### src/iees_pkg.sv
package iees_pkg;
  // register map (byte addresses on the 32-bit apb)
  localparam logic [7:0] IEES_RLC_ADDR = 8'h00;
  localparam logic [7:0] IEES_PSW_ADDR = 8'h04;
  localparam logic [7:0] IEES_STAT_ADDR = 8'h08;
  localparam logic [7:0] IEES_FSAVE_ADDR = 8'h0c;
  localparam logic [7:0] IEES_FPC_ADDR = 8'h10;
  // resume_level_control fields
  localparam int IEES_RL_FAST_BIT = 3;
  localparam int IEES_RL_XFER_BIT = 5;
  localparam logic [7:0] IEES_RL_WMASK = 8'h2f;
  localparam logic [7:0] IEES_RL_RESET = 8'h20;
  // status word fields
  localparam int IEES_PSW_D_BIT = 1;
  localparam int IEES_PSW_I_BIT = 6;
  localparam int IEES_PSW_U_BIT = 7;
  localparam int IEES_PSW_THR_LSB = 12;
  localparam logic [15:0] IEES_PSW_RESET = 16'h0000;
  // information read addresses
  localparam logic [23:0] IEES_INFO_ADDR = 24'h000000;
  localparam logic [23:0] IEES_FAST_INFO_ADDR = 24'h000002;
  // sequence lengths in cpu cycles
  localparam logic [4:0] IEES_LEN_PERIPH_EVEN16 = 5'd14;
  localparam logic [4:0] IEES_LEN_PERIPH_OTHER = 5'd16;
  localparam logic [4:0] IEES_LEN_SPECIAL16 = 5'd13;
  localparam logic [4:0] IEES_LEN_SPECIAL8 = 5'd15;
  localparam logic [4:0] IEES_LEN_FAST = 5'd5;
  // instruction wait figure, level limits and source count
  localparam int IEES_DIV_WAIT = 40;
  localparam logic [2:0] IEES_LVL_MAX = 3'd7;
  localparam logic [2:0] IEES_LVL_RESET = 3'd0;
  localparam int IEES_NSRC = 8;

  typedef enum logic [2:0] {
    IEES_K_PERIPH, IEES_K_NMI, IEES_K_WDT, IEES_K_OSC,
    IEES_K_UNDEF, IEES_K_ADDR, IEES_K_SOFT, IEES_K_RESET
  } iees_kind_t;

  typedef struct packed {
    logic [23:0] pc;
    logic [15:0] psw;
  } iees_ctx_t;

  typedef struct packed {
    logic valid;
    logic [15:0] data;
  } iees_push_t;
endpackage

### src/iees_top.sv
// Local design decisions: the register addresses and the APB interface to the registers.
`timescale 1ns/1ps
`default_nettype none
// Overview of operation
// - fast_level7_select set makes level 7 requests fast interrupts, else ordinary.
// - level7_transfer_select set makes level 7 start a channel transfer instead.
// - requests are judged after the current instruction ends; entry starts next cycle.
// - string and repeat multiply-accumulate instructions are suspended for entry.
// - read number and level at info address, fast address differs; clear pending flag.
// - copy old status word to a hidden temporary register.
// - then clear interrupt enable, single-step and stack-select flags.
// - write the temporary to the stack, or fast status save for fast entry.
// - save program counter to stack, or fast return pc save for fast entry.
// - stacked pc is 32 bits, upper half pushed first, after status word.
// - threshold takes the acknowledged peripheral level.
// - last step loads pc from the source vector.
// - watchdog, nmi, oscillation stop set 7; reset sets 0; traps leave it.
// - divide instruction wait is at most 40 cycles with register divisor.
// - memory divisor adds addressing dependent wait state cycles.
// - entry length 14 or 16 for peripheral, 13 or 15 for special sources.
// - fast entry completes in 5 cycles.
// - return_from_handler restores stacked status word and pc.
// - both returns switch the register bank back to the pre-entry bank.
// - maskable requests taken only above threshold; level 0 never taken.
// - among simultaneous requests only the highest priority is taken.
// - pending flags set by source requests, cleared on acknowledge.
module iees_top (
  input wire logic core_clk,
  input wire logic resetn,
  input wire logic [31:0] paddr,
  input wire logic psel,
  input wire logic penable,
  input wire logic pwrite,
  input wire logic [31:0] pwdata,
  input wire logic [3:0] pstrb,
  output logic [31:0] prdata,
  output logic pready,
  output logic pslverr,
  input wire logic [iees_pkg::IEES_NSRC-1:0] src_req,
  input wire logic [iees_pkg::IEES_NSRC*3-1:0] source_priority_field,
  input wire logic [iees_pkg::IEES_NSRC*24-1:0] src_vector,
  input wire logic special_req,
  input wire iees_pkg::iees_kind_t special_kind,
  input wire logic [23:0] special_vector,
  input wire logic insn_done,
  input wire logic insn_suspendable,
  input wire logic bus_8bit,
  input wire logic [23:0] cur_pc,
  input wire logic cur_bank,
  input wire logic ret_normal,
  input wire logic ret_fast,
  input wire iees_pkg::iees_ctx_t stack_ctx,
  output iees_pkg::iees_push_t push_word,
  output logic [23:0] info_addr,
  output logic info_rd,
  output logic entry_busy,
  output logic pc_load,
  output logic [23:0] pc_value,
  output logic bank_load,
  output logic bank_value,
  output logic xfer_start,
  output logic [2:0] xfer_level,
  output logic [15:0] psw_out,
  output logic [2:0] threshold_out,
  output logic [iees_pkg::IEES_NSRC-1:0] pending_out
);
  import iees_pkg::*;

  typedef enum logic [1:0] {IEES_IDLE, IEES_RUN} iees_state_t;

  function automatic logic [2:0] lvl_of(input logic [IEES_NSRC*3-1:0] f, input int i);
    lvl_of = f[i*3 +: 3];
  endfunction

  ////////////////////////////////////////////////////////////////////////////
  logic [7:0] rlc_q;
  logic [15:0] psw_q;
  logic [15:0] tmp_q;
  logic [15:0] fsave_q;
  logic [23:0] fpc_q;
  logic [IEES_NSRC-1:0] pend_q;
  logic saved_bank_q;
  iees_state_t st_q;
  logic [4:0] cnt_q;
  logic [4:0] len_q;
  logic fast_q;
  logic special_q;
  iees_kind_t kind_q;
  logic [2:0] lvl_q;
  logic [23:0] vec_q;
  logic [2:0] win_q;
  logic [IEES_NSRC-1:0] ack_q;
  logic [23:0] pc_save_q;
  logic info_rd_q;
  logic pc_load_q;
  logic [23:0] pc_value_q;
  logic bank_load_q;
  logic bank_value_q;
  logic xfer_q;
  iees_push_t push_q;
  logic [31:0] prdata_q;

  wire logic fast_sel = rlc_q[IEES_RL_FAST_BIT];
  wire logic xfer_sel = rlc_q[IEES_RL_XFER_BIT];
  wire logic [2:0] thr = psw_q[IEES_PSW_THR_LSB +: 3];
  wire logic i_flag = psw_q[IEES_PSW_I_BIT];

  ////////////////////////////////////////////////////////////////////////////
  // priority select: higher level wins, lower index breaks ties
  logic [2:0] best_lvl [IEES_NSRC:0];
  logic [2:0] best_idx [IEES_NSRC:0];
  logic best_any [IEES_NSRC:0];
  assign best_lvl[0] = 3'h0;
  assign best_idx[0] = 3'h0;
  assign best_any[0] = 1'b0;
  genvar g;
  generate
    for (g = 0; g < IEES_NSRC; g++)
    begin : g_sel
      wire logic cand = pend_q[g] && lvl_of(source_priority_field, g) > thr;
      wire logic better = cand && (!best_any[g] || lvl_of(source_priority_field, g) > best_lvl[g]);
      assign best_any[g+1] = best_any[g] | cand;
      assign best_lvl[g+1] = better ? lvl_of(source_priority_field, g) : best_lvl[g];
      assign best_idx[g+1] = better ? 3'(g) : best_idx[g];
    end
  endgenerate

  // long divides are waited out through insn_done
  wire logic sample_pt = insn_done | insn_suspendable;
  wire logic mask_ok = best_any[IEES_NSRC] && i_flag;
  wire logic lvl7 = best_lvl[IEES_NSRC] == IEES_LVL_MAX;
  // a transfer clears its flag one cycle late, so hold off the next decision
  wire logic idle_ok = st_q == IEES_IDLE && !xfer_q;
  wire logic go_xfer = idle_ok && sample_pt && !special_req && mask_ok
    && lvl7 && xfer_sel;
  wire logic go_entry = idle_ok && sample_pt && (special_req || (mask_ok && !go_xfer));
  wire logic go_fast = !special_req && lvl7 && fast_sel && !xfer_sel;
  wire logic [2:0] win_idx = best_idx[IEES_NSRC];
  wire logic [4:0] len_d = go_fast ? IEES_LEN_FAST
    : special_req ? (bus_8bit ? IEES_LEN_SPECIAL8 : IEES_LEN_SPECIAL16)
    : (bus_8bit || src_vector[win_idx*24]) ? IEES_LEN_PERIPH_OTHER
    : IEES_LEN_PERIPH_EVEN16;
  wire logic [IEES_NSRC-1:0] ack_d = (go_entry && !special_req) || go_xfer
    ? (IEES_NSRC'(1) << win_idx) : '0;

  ////////////////////////////////////////////////////////////////////////////
  // entry step positions inside the counted sequence
  wire logic running = st_q == IEES_RUN;
  wire logic step_info = running && cnt_q == 5'd0;
  wire logic step_flag = running && cnt_q == 5'd1;
  wire logic step_psw = running && cnt_q == 5'd2;
  wire logic step_pchi = running && !fast_q && cnt_q == 5'd3;
  wire logic step_pclo = running && !fast_q && cnt_q == 5'd4;
  wire logic step_last = running && cnt_q == len_q - 5'd1;

  logic [2:0] thr_d;
  always_comb
  begin
    thr_d = thr;
    if (!special_q)
      thr_d = lvl_q;
    else if (kind_q == IEES_K_NMI || kind_q == IEES_K_WDT || kind_q == IEES_K_OSC)
      thr_d = IEES_LVL_MAX;
    else if (kind_q == IEES_K_RESET)
      thr_d = IEES_LVL_RESET;
  end

  ////////////////////////////////////////////////////////////////////////////
  // apb slave, zero wait states
  wire logic apb_wr = psel && penable && pwrite && pstrb[0];
  wire logic hit_rlc = paddr[7:0] == IEES_RLC_ADDR;
  wire logic hit_psw = paddr[7:0] == IEES_PSW_ADDR;
  wire logic hit_stat = paddr[7:0] == IEES_STAT_ADDR;
  wire logic hit_fs = paddr[7:0] == IEES_FSAVE_ADDR;
  wire logic hit_fpc = paddr[7:0] == IEES_FPC_ADDR;
  wire logic hit_any = paddr[31:8] == 24'h0 && (hit_rlc || hit_psw || hit_stat || hit_fs
    || hit_fpc);
  logic [31:0] rd_d;
  always_comb
  begin
    rd_d = 32'h0;
    if (hit_rlc)
      rd_d = {24'h0, rlc_q & IEES_RL_WMASK};
    else if (hit_psw)
      rd_d = {16'h0, psw_q};
    else if (hit_stat)
      rd_d = {16'h0, pend_q, 7'h0, running};
    else if (hit_fs)
      rd_d = {16'h0, fsave_q};
    else if (hit_fpc)
      rd_d = {8'h0, fpc_q};
  end

  always_ff @(posedge core_clk or negedge resetn)
  begin
    if (!resetn)
      prdata_q <= 32'h0;
    else if (psel && !penable && !pwrite)
      prdata_q <= hit_any ? rd_d : 32'h0;
  end

  ////////////////////////////////////////////////////////////////////////////
  always_ff @(posedge core_clk or negedge resetn)
  begin
    if (!resetn)
      rlc_q <= IEES_RL_RESET; // transfer bit starts set, software must clear it
    else if (apb_wr && hit_rlc && hit_any)
      rlc_q <= pwdata[7:0] & IEES_RL_WMASK;
  end

  // source set wins over acknowledge clear
  always_ff @(posedge core_clk or negedge resetn)
  begin
    if (!resetn)
      pend_q <= '0;
    else
      pend_q <= (pend_q & ~(ack_q & {IEES_NSRC{step_info}}) & ~(xfer_q ? ack_q : '0))
        | src_req;
  end

  always_ff @(posedge core_clk or negedge resetn)
  begin
    if (!resetn)
    begin
      st_q <= IEES_IDLE;
      cnt_q <= 5'd0;
      len_q <= 5'd0;
      fast_q <= 1'b0;
      special_q <= 1'b0;
      kind_q <= IEES_K_PERIPH;
      lvl_q <= 3'h0;
      vec_q <= 24'h0;
      win_q <= 3'h0;
      ack_q <= '0;
      pc_save_q <= 24'h0;
      saved_bank_q <= 1'b0;
    end
    else if (go_entry)
    begin
      st_q <= IEES_RUN;
      cnt_q <= 5'd0;
      len_q <= len_d;
      fast_q <= go_fast;
      special_q <= special_req;
      kind_q <= special_kind;
      lvl_q <= best_lvl[IEES_NSRC];
      vec_q <= special_req ? special_vector : src_vector[win_idx*24 +: 24];
      win_q <= win_idx;
      ack_q <= ack_d;
      pc_save_q <= cur_pc;
      saved_bank_q <= cur_bank;
    end
    else if (go_xfer)
    begin
      ack_q <= ack_d;
      lvl_q <= best_lvl[IEES_NSRC];
    end
    else if (running)
    begin
      cnt_q <= cnt_q + 5'd1;
      if (step_last)
        st_q <= IEES_IDLE;
    end
  end

  always_ff @(posedge core_clk or negedge resetn)
  begin
    if (!resetn)
    begin
      psw_q <= IEES_PSW_RESET;
      tmp_q <= 16'h0;
      fsave_q <= 16'h0;
      fpc_q <= 24'h0;
    end
    else
    begin
      if (step_info)
        tmp_q <= psw_q;
      if (step_flag)
      begin
        psw_q[IEES_PSW_I_BIT] <= 1'b0;
        psw_q[IEES_PSW_D_BIT] <= 1'b0;
        psw_q[IEES_PSW_U_BIT] <= 1'b0;
      end
      if (step_psw && fast_q)
        fsave_q <= tmp_q;
      if (step_psw && fast_q)
        fpc_q <= pc_save_q;
      if (step_last)
        psw_q[IEES_PSW_THR_LSB +: 3] <= thr_d;
      else if (!running && ret_normal)
        psw_q <= stack_ctx.psw;
      else if (!running && ret_fast)
        psw_q <= fsave_q;
      else if (!running && apb_wr && hit_psw && hit_any)
        psw_q <= pwdata[15:0];
    end
  end

  ////////////////////////////////////////////////////////////////////////////
  iees_push_t push_d;
  always_comb
  begin
    push_d = '0;
    if (step_psw && !fast_q)
      push_d = '{valid: 1'b1, data: tmp_q};
    else if (step_pchi)
      push_d = '{valid: 1'b1, data: {8'h0, pc_save_q[23:16]}};
    else if (step_pclo)
      push_d = '{valid: 1'b1, data: pc_save_q[15:0]};
  end

  always_ff @(posedge core_clk or negedge resetn)
  begin
    if (!resetn)
    begin
      push_q <= '0;
      info_rd_q <= 1'b0;
      pc_load_q <= 1'b0;
      pc_value_q <= 24'h0;
      bank_load_q <= 1'b0;
      bank_value_q <= 1'b0;
      xfer_q <= 1'b0;
    end
    else
    begin
      push_q <= push_d;
      info_rd_q <= go_entry;
      xfer_q <= go_xfer;
      pc_load_q <= step_last || (!running && (ret_normal || ret_fast));
      pc_value_q <= step_last ? vec_q : ret_fast ? fpc_q : stack_ctx.pc;
      bank_load_q <= !running && (ret_normal || ret_fast);
      bank_value_q <= saved_bank_q;
    end
  end

  ////////////////////////////////////////////////////////////////////////////
  assign prdata = prdata_q;
  assign pready = 1'b1;
  assign pslverr = psel && penable && !hit_any;
  assign push_word = push_q;
  assign info_rd = info_rd_q;
  assign info_addr = fast_q ? IEES_FAST_INFO_ADDR : IEES_INFO_ADDR;
  assign entry_busy = running;
  assign pc_load = pc_load_q;
  assign pc_value = pc_value_q;
  assign bank_load = bank_load_q;
  assign bank_value = bank_value_q;
  assign xfer_start = xfer_q;
  assign xfer_level = lvl_q;
  assign psw_out = psw_q;
  assign threshold_out = thr;
  assign pending_out = pend_q;
endmodule
`default_nettype wire

### config.mk
export PLATFORM = sky130hd
export DESIGN_NAME = iees_top
export DESIGN_NICKNAME = d
export VERILOG_FILES = /design/src/iees_pkg.sv /design/src/iees_top.sv
export SDC_FILE = /design/constraint.sdc
export NUM_CORES = 1
export LEC_CHECK = 0
export BUFFER_PORTS_ARGS = -buffer_cell sky130_fd_sc_hd__buf_2
export CAP_MARGIN = 40
export CORE_AREA = 2 2 205 207
export DETAILED_ROUTE_END_ITERATION = 8
export DIE_AREA = 0 0 207 209
export PLACE_DENSITY = 0.69
export SETUP_SLACK_MARGIN = 0.5
export SYNTH_ARGS = -nofsm -noshare
export SYNTH_HDL_FRONTEND = slang
export SYNTH_SLANG_ARGS = --single-unit
### constraint.sdc
create_clock -name core_clk -period 24.8 [get_ports core_clk]
set_input_delay 1.24 -clock core_clk [delete_from_list [all_inputs] [get_ports core_clk]]
set_output_delay 1.24 -clock core_clk [all_outputs]
set_load 0.005 [all_outputs]
# Word level (Yosys, flattened, before mapping)
# Cells that the tools add are included.
[totals] in_bits=395 ff_bits=240
[op_classes] magnitude_cmp=16 n_eq_ne=17 n_mux=57 shift=2 n_reduce_logical=99 bitwise=15 add_sub_neg=2 mul=1
[op_table] operator="$mux 24" n=8
[op_table] operator="$shiftx 192x9->24" n=1
[op_table] operator="$mux 3" n=18
[op_table] operator="$logic_and 1x1->1" n=52
[op_table] operator="$mux 17" n=3
[op_table] operator="$mux 16" n=3
[op_table] operator="$gt 3x3->1" n=15
[op_table] operator="$mux 8" n=5
[op_table] operator="$mux 32" n=1
[op_table] operator="$mux 5" n=6
[op_table] operator="$and 8x8->8" n=3
[op_table] operator="$logic_not 24->1" n=1
[op_table] operator="$logic_or 1x1->1" n=18
[op_table] operator="$mux 2" n=9
[op_table] operator="$eq 8x4->1 const B" n=2
[op_table] operator="$logic_not 1->1" n=16
[op_table] operator="$not 8->8" n=2
[op_table] operator="$eq 5x2->1 const B" n=2
[op_table] operator="$lt 8x9->1 const B" n=1
[op_table] operator="$eq 8x3->1 const B" n=1
[op_table] operator="$eq 8x5->1 const B" n=1
[op_table] operator="$logic_not 8->1" n=1
[op_table] operator="$or 1x1->1" n=8
[op_table] operator="$or 8x8->8" n=1
[op_table] operator="23 further kinds" n=31

# Logic depth before layout (Yosys ltp)
[logic_depth] depth_word=43 mapped_depth=65

# Worst setup path after synthesis
# Ideal clock, no wire load.
[synth_timing] path_kind="input to register" from="input port source_priority_field[0] in the netlist's numbering" to="register len_q[1]" required_time_ns=24.690 path_slack_ns=12.061 arrival_time_ns=12.629 n_path_buf=3 path_stages=62 cell_sequence="inv_1 ha_1 nand3_1 o211a_1 and2_1 nand2_1 ha_1 and2b_1 o21ai_2 a32oi_4 o21a_1 buf_4 mux2_2 ha_1 or3b_1 a22oi_1 a211o_1 nand3_1 (+26 left out) nor2_1 ha_1 inv_1 a21o_1 a21oi_1 a31oi_1 o21ai_1 nand4_1 clkbuf_1 buf_1 ha_1 inv_1 fa_1 inv_1 mux4_2 mux2_2 o211a_1 o41ai_1"
[synth_via] elab_chain_len=38
[synth_lines] item="start, declared" line_no="iees_top.sv:40" rtl="input wire logic [iees_pkg::IEES_NSRC*3-1:0] source_priority_field,"
[synth_lines] item="$gt 3x3->1" line_no="iees_top.sv:120" rtl="wire logic cand = pend_q[g] && lvl_of(source_priority_field, g) > thr;"
[synth_lines] item="$logic_and 1x1->1" line_no="iees_top.sv:120"
[synth_lines] item="$mux 3" line_no="iees_top.sv:123" rtl="assign best_lvl[g+1] = better ? lvl_of(source_priority_field, g) : best_lvl[g];"
[synth_lines] item="$gt 3x3->1" line_no="iees_top.sv:121" rtl="wire logic better = cand && (!best_any[g] || lvl_of(source_priority_field, g) > best_lvl[g]);"
[synth_lines] item="$logic_or 1x1->1" line_no="iees_top.sv:121"
[synth_lines] item="$logic_and 1x1->1" line_no="iees_top.sv:121"
[synth_lines] item="$mux 3" line_no="iees_top.sv:123"
[synth_lines] item="$gt 3x3->1" line_no="iees_top.sv:121"
[synth_lines] item="(+22 left out)"
[synth_lines] item="$mux 3, on equally long branches" line_no="iees_top.sv:124, iees_top.sv:123"
[synth_lines] item="$mul 3x2->5 / $eq 3x3->1 (equally long branches)" line_no="iees_top.sv:141, iees_top.sv:131"
[synth_lines] item="$bmux 1 s5 / $logic_and 1x1->1 (equally long branches)" line_no="iees_top.sv:141, iees_top.sv:135"
[synth_lines] item="$mux 1 (not written as such) / $logic_and 1x1->1 (equally long branches)" line_no="iees_top.sv:141, iees_top.sv:135"
[synth_lines] item="$logic_or 1x1->1 / $logic_not 1->1 (equally long branches)" line_no="iees_top.sv:141, iees_top.sv:136"
[synth_lines] item="$mux 5 / $logic_and 1x1->1 (equally long branches)" line_no="iees_top.sv:141, iees_top.sv:136"
[synth_lines] item="$mux 5 / $logic_or 1x1->1 (equally long branches)" line_no="iees_top.sv:140, iees_top.sv:136"
[synth_lines] item="$mux 5 / $logic_and 1x1->1 (equally long branches)" line_no="iees_top.sv:139, iees_top.sv:136"
[synth_lines] item="end signal, assigned" line_no="iees_top.sv:242" rtl="len_q <= len_d;"
[synth_lines] item="end, declared" line_no="iees_top.sv:85" rtl="logic [4:0] len_q;"
# Several ways; a longest one is shown, not always the timed one. The select of a mux whose other input is x is not followed.
# A chain may end at the register's enable or synchronous reset.

# Worst setup path in the final report
[layout_timing] from="register psw_q[14], in the netlist psw_out[14]" to="register len_q[1]"
[layout_via] elab_chain_len=38
[layout_lines] item="start, declared" line_no="iees_top.sv:77" rtl="logic [15:0] psw_q;"
[layout_lines] item="start signal, assigned by index" line_no="iees_top.sv:290" rtl="psw_q[IEES_PSW_THR_LSB +: 3] <= thr_d;"
[layout_lines] item="start signal, assigned" line_no="iees_top.sv:292" rtl="psw_q <= stack_ctx.psw;"
[layout_lines] item="start signal, assigned" line_no="iees_top.sv:294" rtl="psw_q <= fsave_q;"
[layout_lines] item="$gt 3x3->1" line_no="iees_top.sv:120"
[layout_lines] item="$logic_and 1x1->1" line_no="iees_top.sv:120"
[layout_lines] item="$mux 3" line_no="iees_top.sv:123"
[layout_lines] item="$gt 3x3->1" line_no="iees_top.sv:121"
[layout_lines] item="$logic_or 1x1->1" line_no="iees_top.sv:121"
[layout_lines] item="$logic_and 1x1->1" line_no="iees_top.sv:121"
[layout_lines] item="$mux 3" line_no="iees_top.sv:123"
[layout_lines] item="$gt 3x3->1" line_no="iees_top.sv:121"
[layout_lines] item="(+22 left out)"
[layout_lines] item="$mux 3, on equally long branches" line_no="iees_top.sv:124, iees_top.sv:123"
[layout_lines] item="$mul 3x2->5 / $eq 3x3->1 (equally long branches)" line_no="iees_top.sv:141, iees_top.sv:131"
[layout_lines] item="$bmux 1 s5 / $logic_and 1x1->1 (equally long branches)" line_no="iees_top.sv:141, iees_top.sv:135"
[layout_lines] item="$mux 1 (not written as such) / $logic_and 1x1->1 (equally long branches)" line_no="iees_top.sv:141, iees_top.sv:135"
[layout_lines] item="$logic_or 1x1->1 / $logic_not 1->1 (equally long branches)" line_no="iees_top.sv:141, iees_top.sv:136"
[layout_lines] item="$mux 5 / $logic_and 1x1->1 (equally long branches)" line_no="iees_top.sv:141, iees_top.sv:136"
[layout_lines] item="$mux 5 / $logic_or 1x1->1 (equally long branches)" line_no="iees_top.sv:140, iees_top.sv:136"
[layout_lines] item="$mux 5 / $logic_and 1x1->1 (equally long branches)" line_no="iees_top.sv:139, iees_top.sv:136"
# Several ways; a longest one is shown, not always the timed one. The select of a mux whose other input is x is not followed.

==> flow_summary.yaml <==
status:
  status: "finished clean"
critical_path:
  critical_path.most_common_cell: "sky130_fd_sc_hd__ha_1"
  worstSetupStartpointType: "flip-flop"
  timing.critical_path.arrival_ps: 14670
  critical_path.max_fanout: 58
  reg2reg_from: "psw_out[14]"
  worstSetupEndpointType: "flip-flop"
  worst-r2r-cell-count: 61
  timing.critical_path.slowest_stage_cell: "sky130_fd_sc_hd__buf_4"
  cpLargestDelayFamily: "compound AO/OA/AOI/OAI gates"
  worst-setup-path-type: "reg -> reg"
  worst_ep_required_time_ps: 25200
  r2r_setup_slack_ps: 10530
  cpPeakStageDelay_ps: 550
  regToRegEndpoint: "len_q[1]"
  timing.critical_path.buf_inv: 5
timing:
  timing.setup.tns_ps: 0
  slew_limit_fails: 0
  grt_setup_unrepaired: "false"
  layout_min_cycle_time_ps: 14270
  max_freq_ghz: 0.0701
  final_clock_period_utilization_by_the_worst_path: 0.575
  least_margin_pin_slew_ps: 873
  hold_viol: 0
  max-slew-margin-rel: 0.413
  setup_viol: 0
  clock-skew-final_ps: 29.3
clocking:
  tritoncts.num_buffers: 26
  cts.htree.levels: 1
  hold_buffers: 0
  clock_insertion_delay_worst_skew_ps: 550
  cts.clk_slew.worst_paths_ps: 60
  clock_sinks: 231
  cts.repair_timing.setup_buffer_count: 0
  cts_root_buffer: "sky130_fd_sc_hd__clkbuf_16"
  ctsResizeCount: 0
  clockBufferDepth: 3
  tritoncts: "yes"
global_routing:
  grtUsageTotal: 0.249
  grt_pass1_vias: 13500
  grt_max_degree: 100
  grt_first_pass_wirelength_microns: 82700
  antenna_found_initial: 24
  grt_overflow_total: 0
synth:
  synth_area_per_cell_sq_um: 9.04
  synthesis.instances: 1516
  ys_async_sr_fraction: 1.00
  synth.mux.area_fraction: 0.0868
  synth_top_area_frac: 0.420
  synthDominantAreaCellType: "sky130_fd_sc_hd__dfrtp_1"
  ys_top_cells_by_area: "sky130_fd_sc_hd__dfrtp_1 (42%), sky130_fd_sc_hd__nand2_1 (8.6%), sky130_fd_sc_hd__mux2_2 (5.3%), sky130_fd_sc_hd__ha_1 (4.2%), sky130_fd_sc_hd__o21ai_0 (3.5%)"
  yosys.area_share.adder: 0.0442
  ys_warnings: 0
  synth.cell_area_sq_mm: 0.0137
  ys_seq_area_frac: 0.422
  synth_edf_count: 0
  synth-xor-area-share: 0.00575
  synth_cell_types: 80
  fraction_of_the_mapped_netlist_area_in_simple_logic_gates: 0.159
  postSynthRegisterBits: 231
  ys.flop_type: "sky130_fd_sc_hd__dfrtp_1"
  synth_top_family_by_area: "compound AO/OA/AOI/OAI gates"
  synth_compound_gate_area_share: 0.225
layout:
  post-route-cell-area_sq_mm: 0.0175
  drive_above_1_share: 0.329
  nets: 2392
  area_delta_synth_final_pct: 27.5
  layout.cells.most_common: "sky130_fd_sc_hd__buf_2"
  layout.filler_cells: 4118
  final-instance-count-excl-fill: 2520
  mostFrequentLayoutCells: "sky130_fd_sc_hd__buf_2 (477), sky130_fd_sc_hd__nand2_1 (314), sky130_fd_sc_hd__dfrtp_1 (230), sky130_fd_sc_hd__o21ai_0 (97), sky130_fd_sc_hd__a21oi_1 (81)"
place:
  dpl-instance-area_sq_mm: 0.0166
  placement.io_buffers: 478
  placedCellCount: 2461
  post-dp-hpwl_microns: 43700
  gpl.final_weighted_congestion: 0.915
routing:
  route.detailed.vias_per_inst: 5.51
  drt_first_iter_violations: 1057
  routed_wire_length_per_instance_microns: 22.2
  drc: 0
  route.final.wire_length_microns: 56100
  antenna_violating_nets_post_route: 0
  detailedRoute.firstPassIterationCount: 5
  route.vias.total: 13900
pwr:
  finalPower_mw: 3.14
  power.static_leakage_nw: 8.60
  vdd.ir_drop.worst_v: 0.000245
  power_density_mw_per_mm2: 180
floorplanning:
  core_ar_sq_mm: 0.0413
  die_height_microns: 209
  fp_rows: 75
  starting_density_of_the_core: 0.332
  boundaryPins: 530
  die_w_microns: 207
  die_area_sq_mm: 0.0433
hold_path:
  worst_hold_path.num_cells: 0
  min_from: "saved_bank_q"
  timing.hold.worst.class: "reg -> reg"
  min_delay_worst_endpoint: "bank_value"
job:
  max_cap_violations: 0
-- state kept, by name, summed over array words and instances, names as in the netlist, 3 cells and up --
| signal | count |
|---|---|
| fpc_q | 24 |
| fsave_q | 16 |
| prdata | 24 |
| cnt_q | 5 |
| vec_q | 24 |
| pc_value | 24 |
| kind_q | 3 |
| len_q | 5 |
| psw_out | 16 |
| pc_save_q | 24 |
| ack_q | 8 |
| xfer_level | 3 |
| push_word | 17 |
| pending_out | 8 |
| tmp_q | 16 |
| rlc_q | 5 |
-- synthesized netlist by cell type (all sizes together) (4+ instances only) --
master / count
buf: 53
nor3: 10
o221ai: 46
o211ai: 14
mux2: 65
nor4: 10
clkbuf: 75
and3: 6
or3: 4
nor2: 42
xor2: 6
ha: 46
a222oi: 5
mux2i: 39
a221oi: 9
a211oi: 7
a22o: 27
nand4: 11
o21a: 8
o211a: 7
or2: 6
nand2b: 6
nand2: 314
o21ai: 102
inv: 42
a211o: 5
dfrtp: 230
nand3: 73
and2: 5
nor2b: 9
a21oi: 83
a31oi: 26
o22ai: 10
o31ai: 11
a21o: 16
a22oi: 36
-- where the power goes --
part | switching [mW] | internal [mW] | total [mW]
Combinational | 1.34 | 0.790 | 2.13
Clock | 0.163 | 0.216 | 0.379
Sequential | 0.124 | 0.509 | 0.633
Total | 1.63 | 1.52 | 3.14
-- through the flow --
stage	hold WS (ps)	worst slack, ps	util
finish	376	10530	0.423
global route	384	9640	0.423
CTS	374	10700	0.422
detailed placement	360	10210	0.402
global placement	363	10400	0.399
floorplan	354	12060	-
-- how the worst max path moves through the flow --
stage	from	to	depth (start not counted)
finish	psw_out[14]	len_q[1]	61
global placement	source_priority_field[1]	len_q[1]	60
CTS	psw_out[13]	len_q[1]	61
global route	psw_out[13]	len_q[1]	61
floorplan	source_priority_field[0]	len_q[1]	62
detailed placement	source_priority_field[1]	len_q[1]	60
-- kinds of logic (layout without fill, tap and decap cells) --
logic type | count (synthesis) | in the layout
AO/OA/AOI/OAI | 445 | 445
XOR/XNOR | 9 | 9
adder cells (fa/ha/maj) | 48 | 48
buffers and inverters | 170 | 593
flip-flops | 231 | 231
multiplexers | 107 | 107
other | 2 | 44
AND/OR/NAND/NOR | 504 | 504
-- area by class of cell --
class | count | area [sq um] | area share
diodes | 12 | 30.0 | 0.00172
flip-flops and latches | 231 | 5780 | 0.331
clock inverters | 14 | 126 | 0.00723
multi-input cells | 1145 | 7290 | 0.417
repair buffers | 504 | 2690 | 0.154
inverters | 42 | 160 | 0.00917
clock buffers | 33 | 717 | 0.0410
well taps | 539 | 674 | 0.0386
-- routing by layer --
| metal | vias to the layer above | share of wire | track usage |
|---|---|---|---|
| met3 | 101 | 0.067 | 0.0346 |
| met2 | 695 | 0.50 | 0.437 |
| li1 | 6365 | - | - |
| met1 | 6713 | 0.40 | 0.312 |
| met4 | 4 | 0.036 | 0.0897 |
| met5 | - | 0.00041 | 0 |
Power figures use the tool's default switching activity.
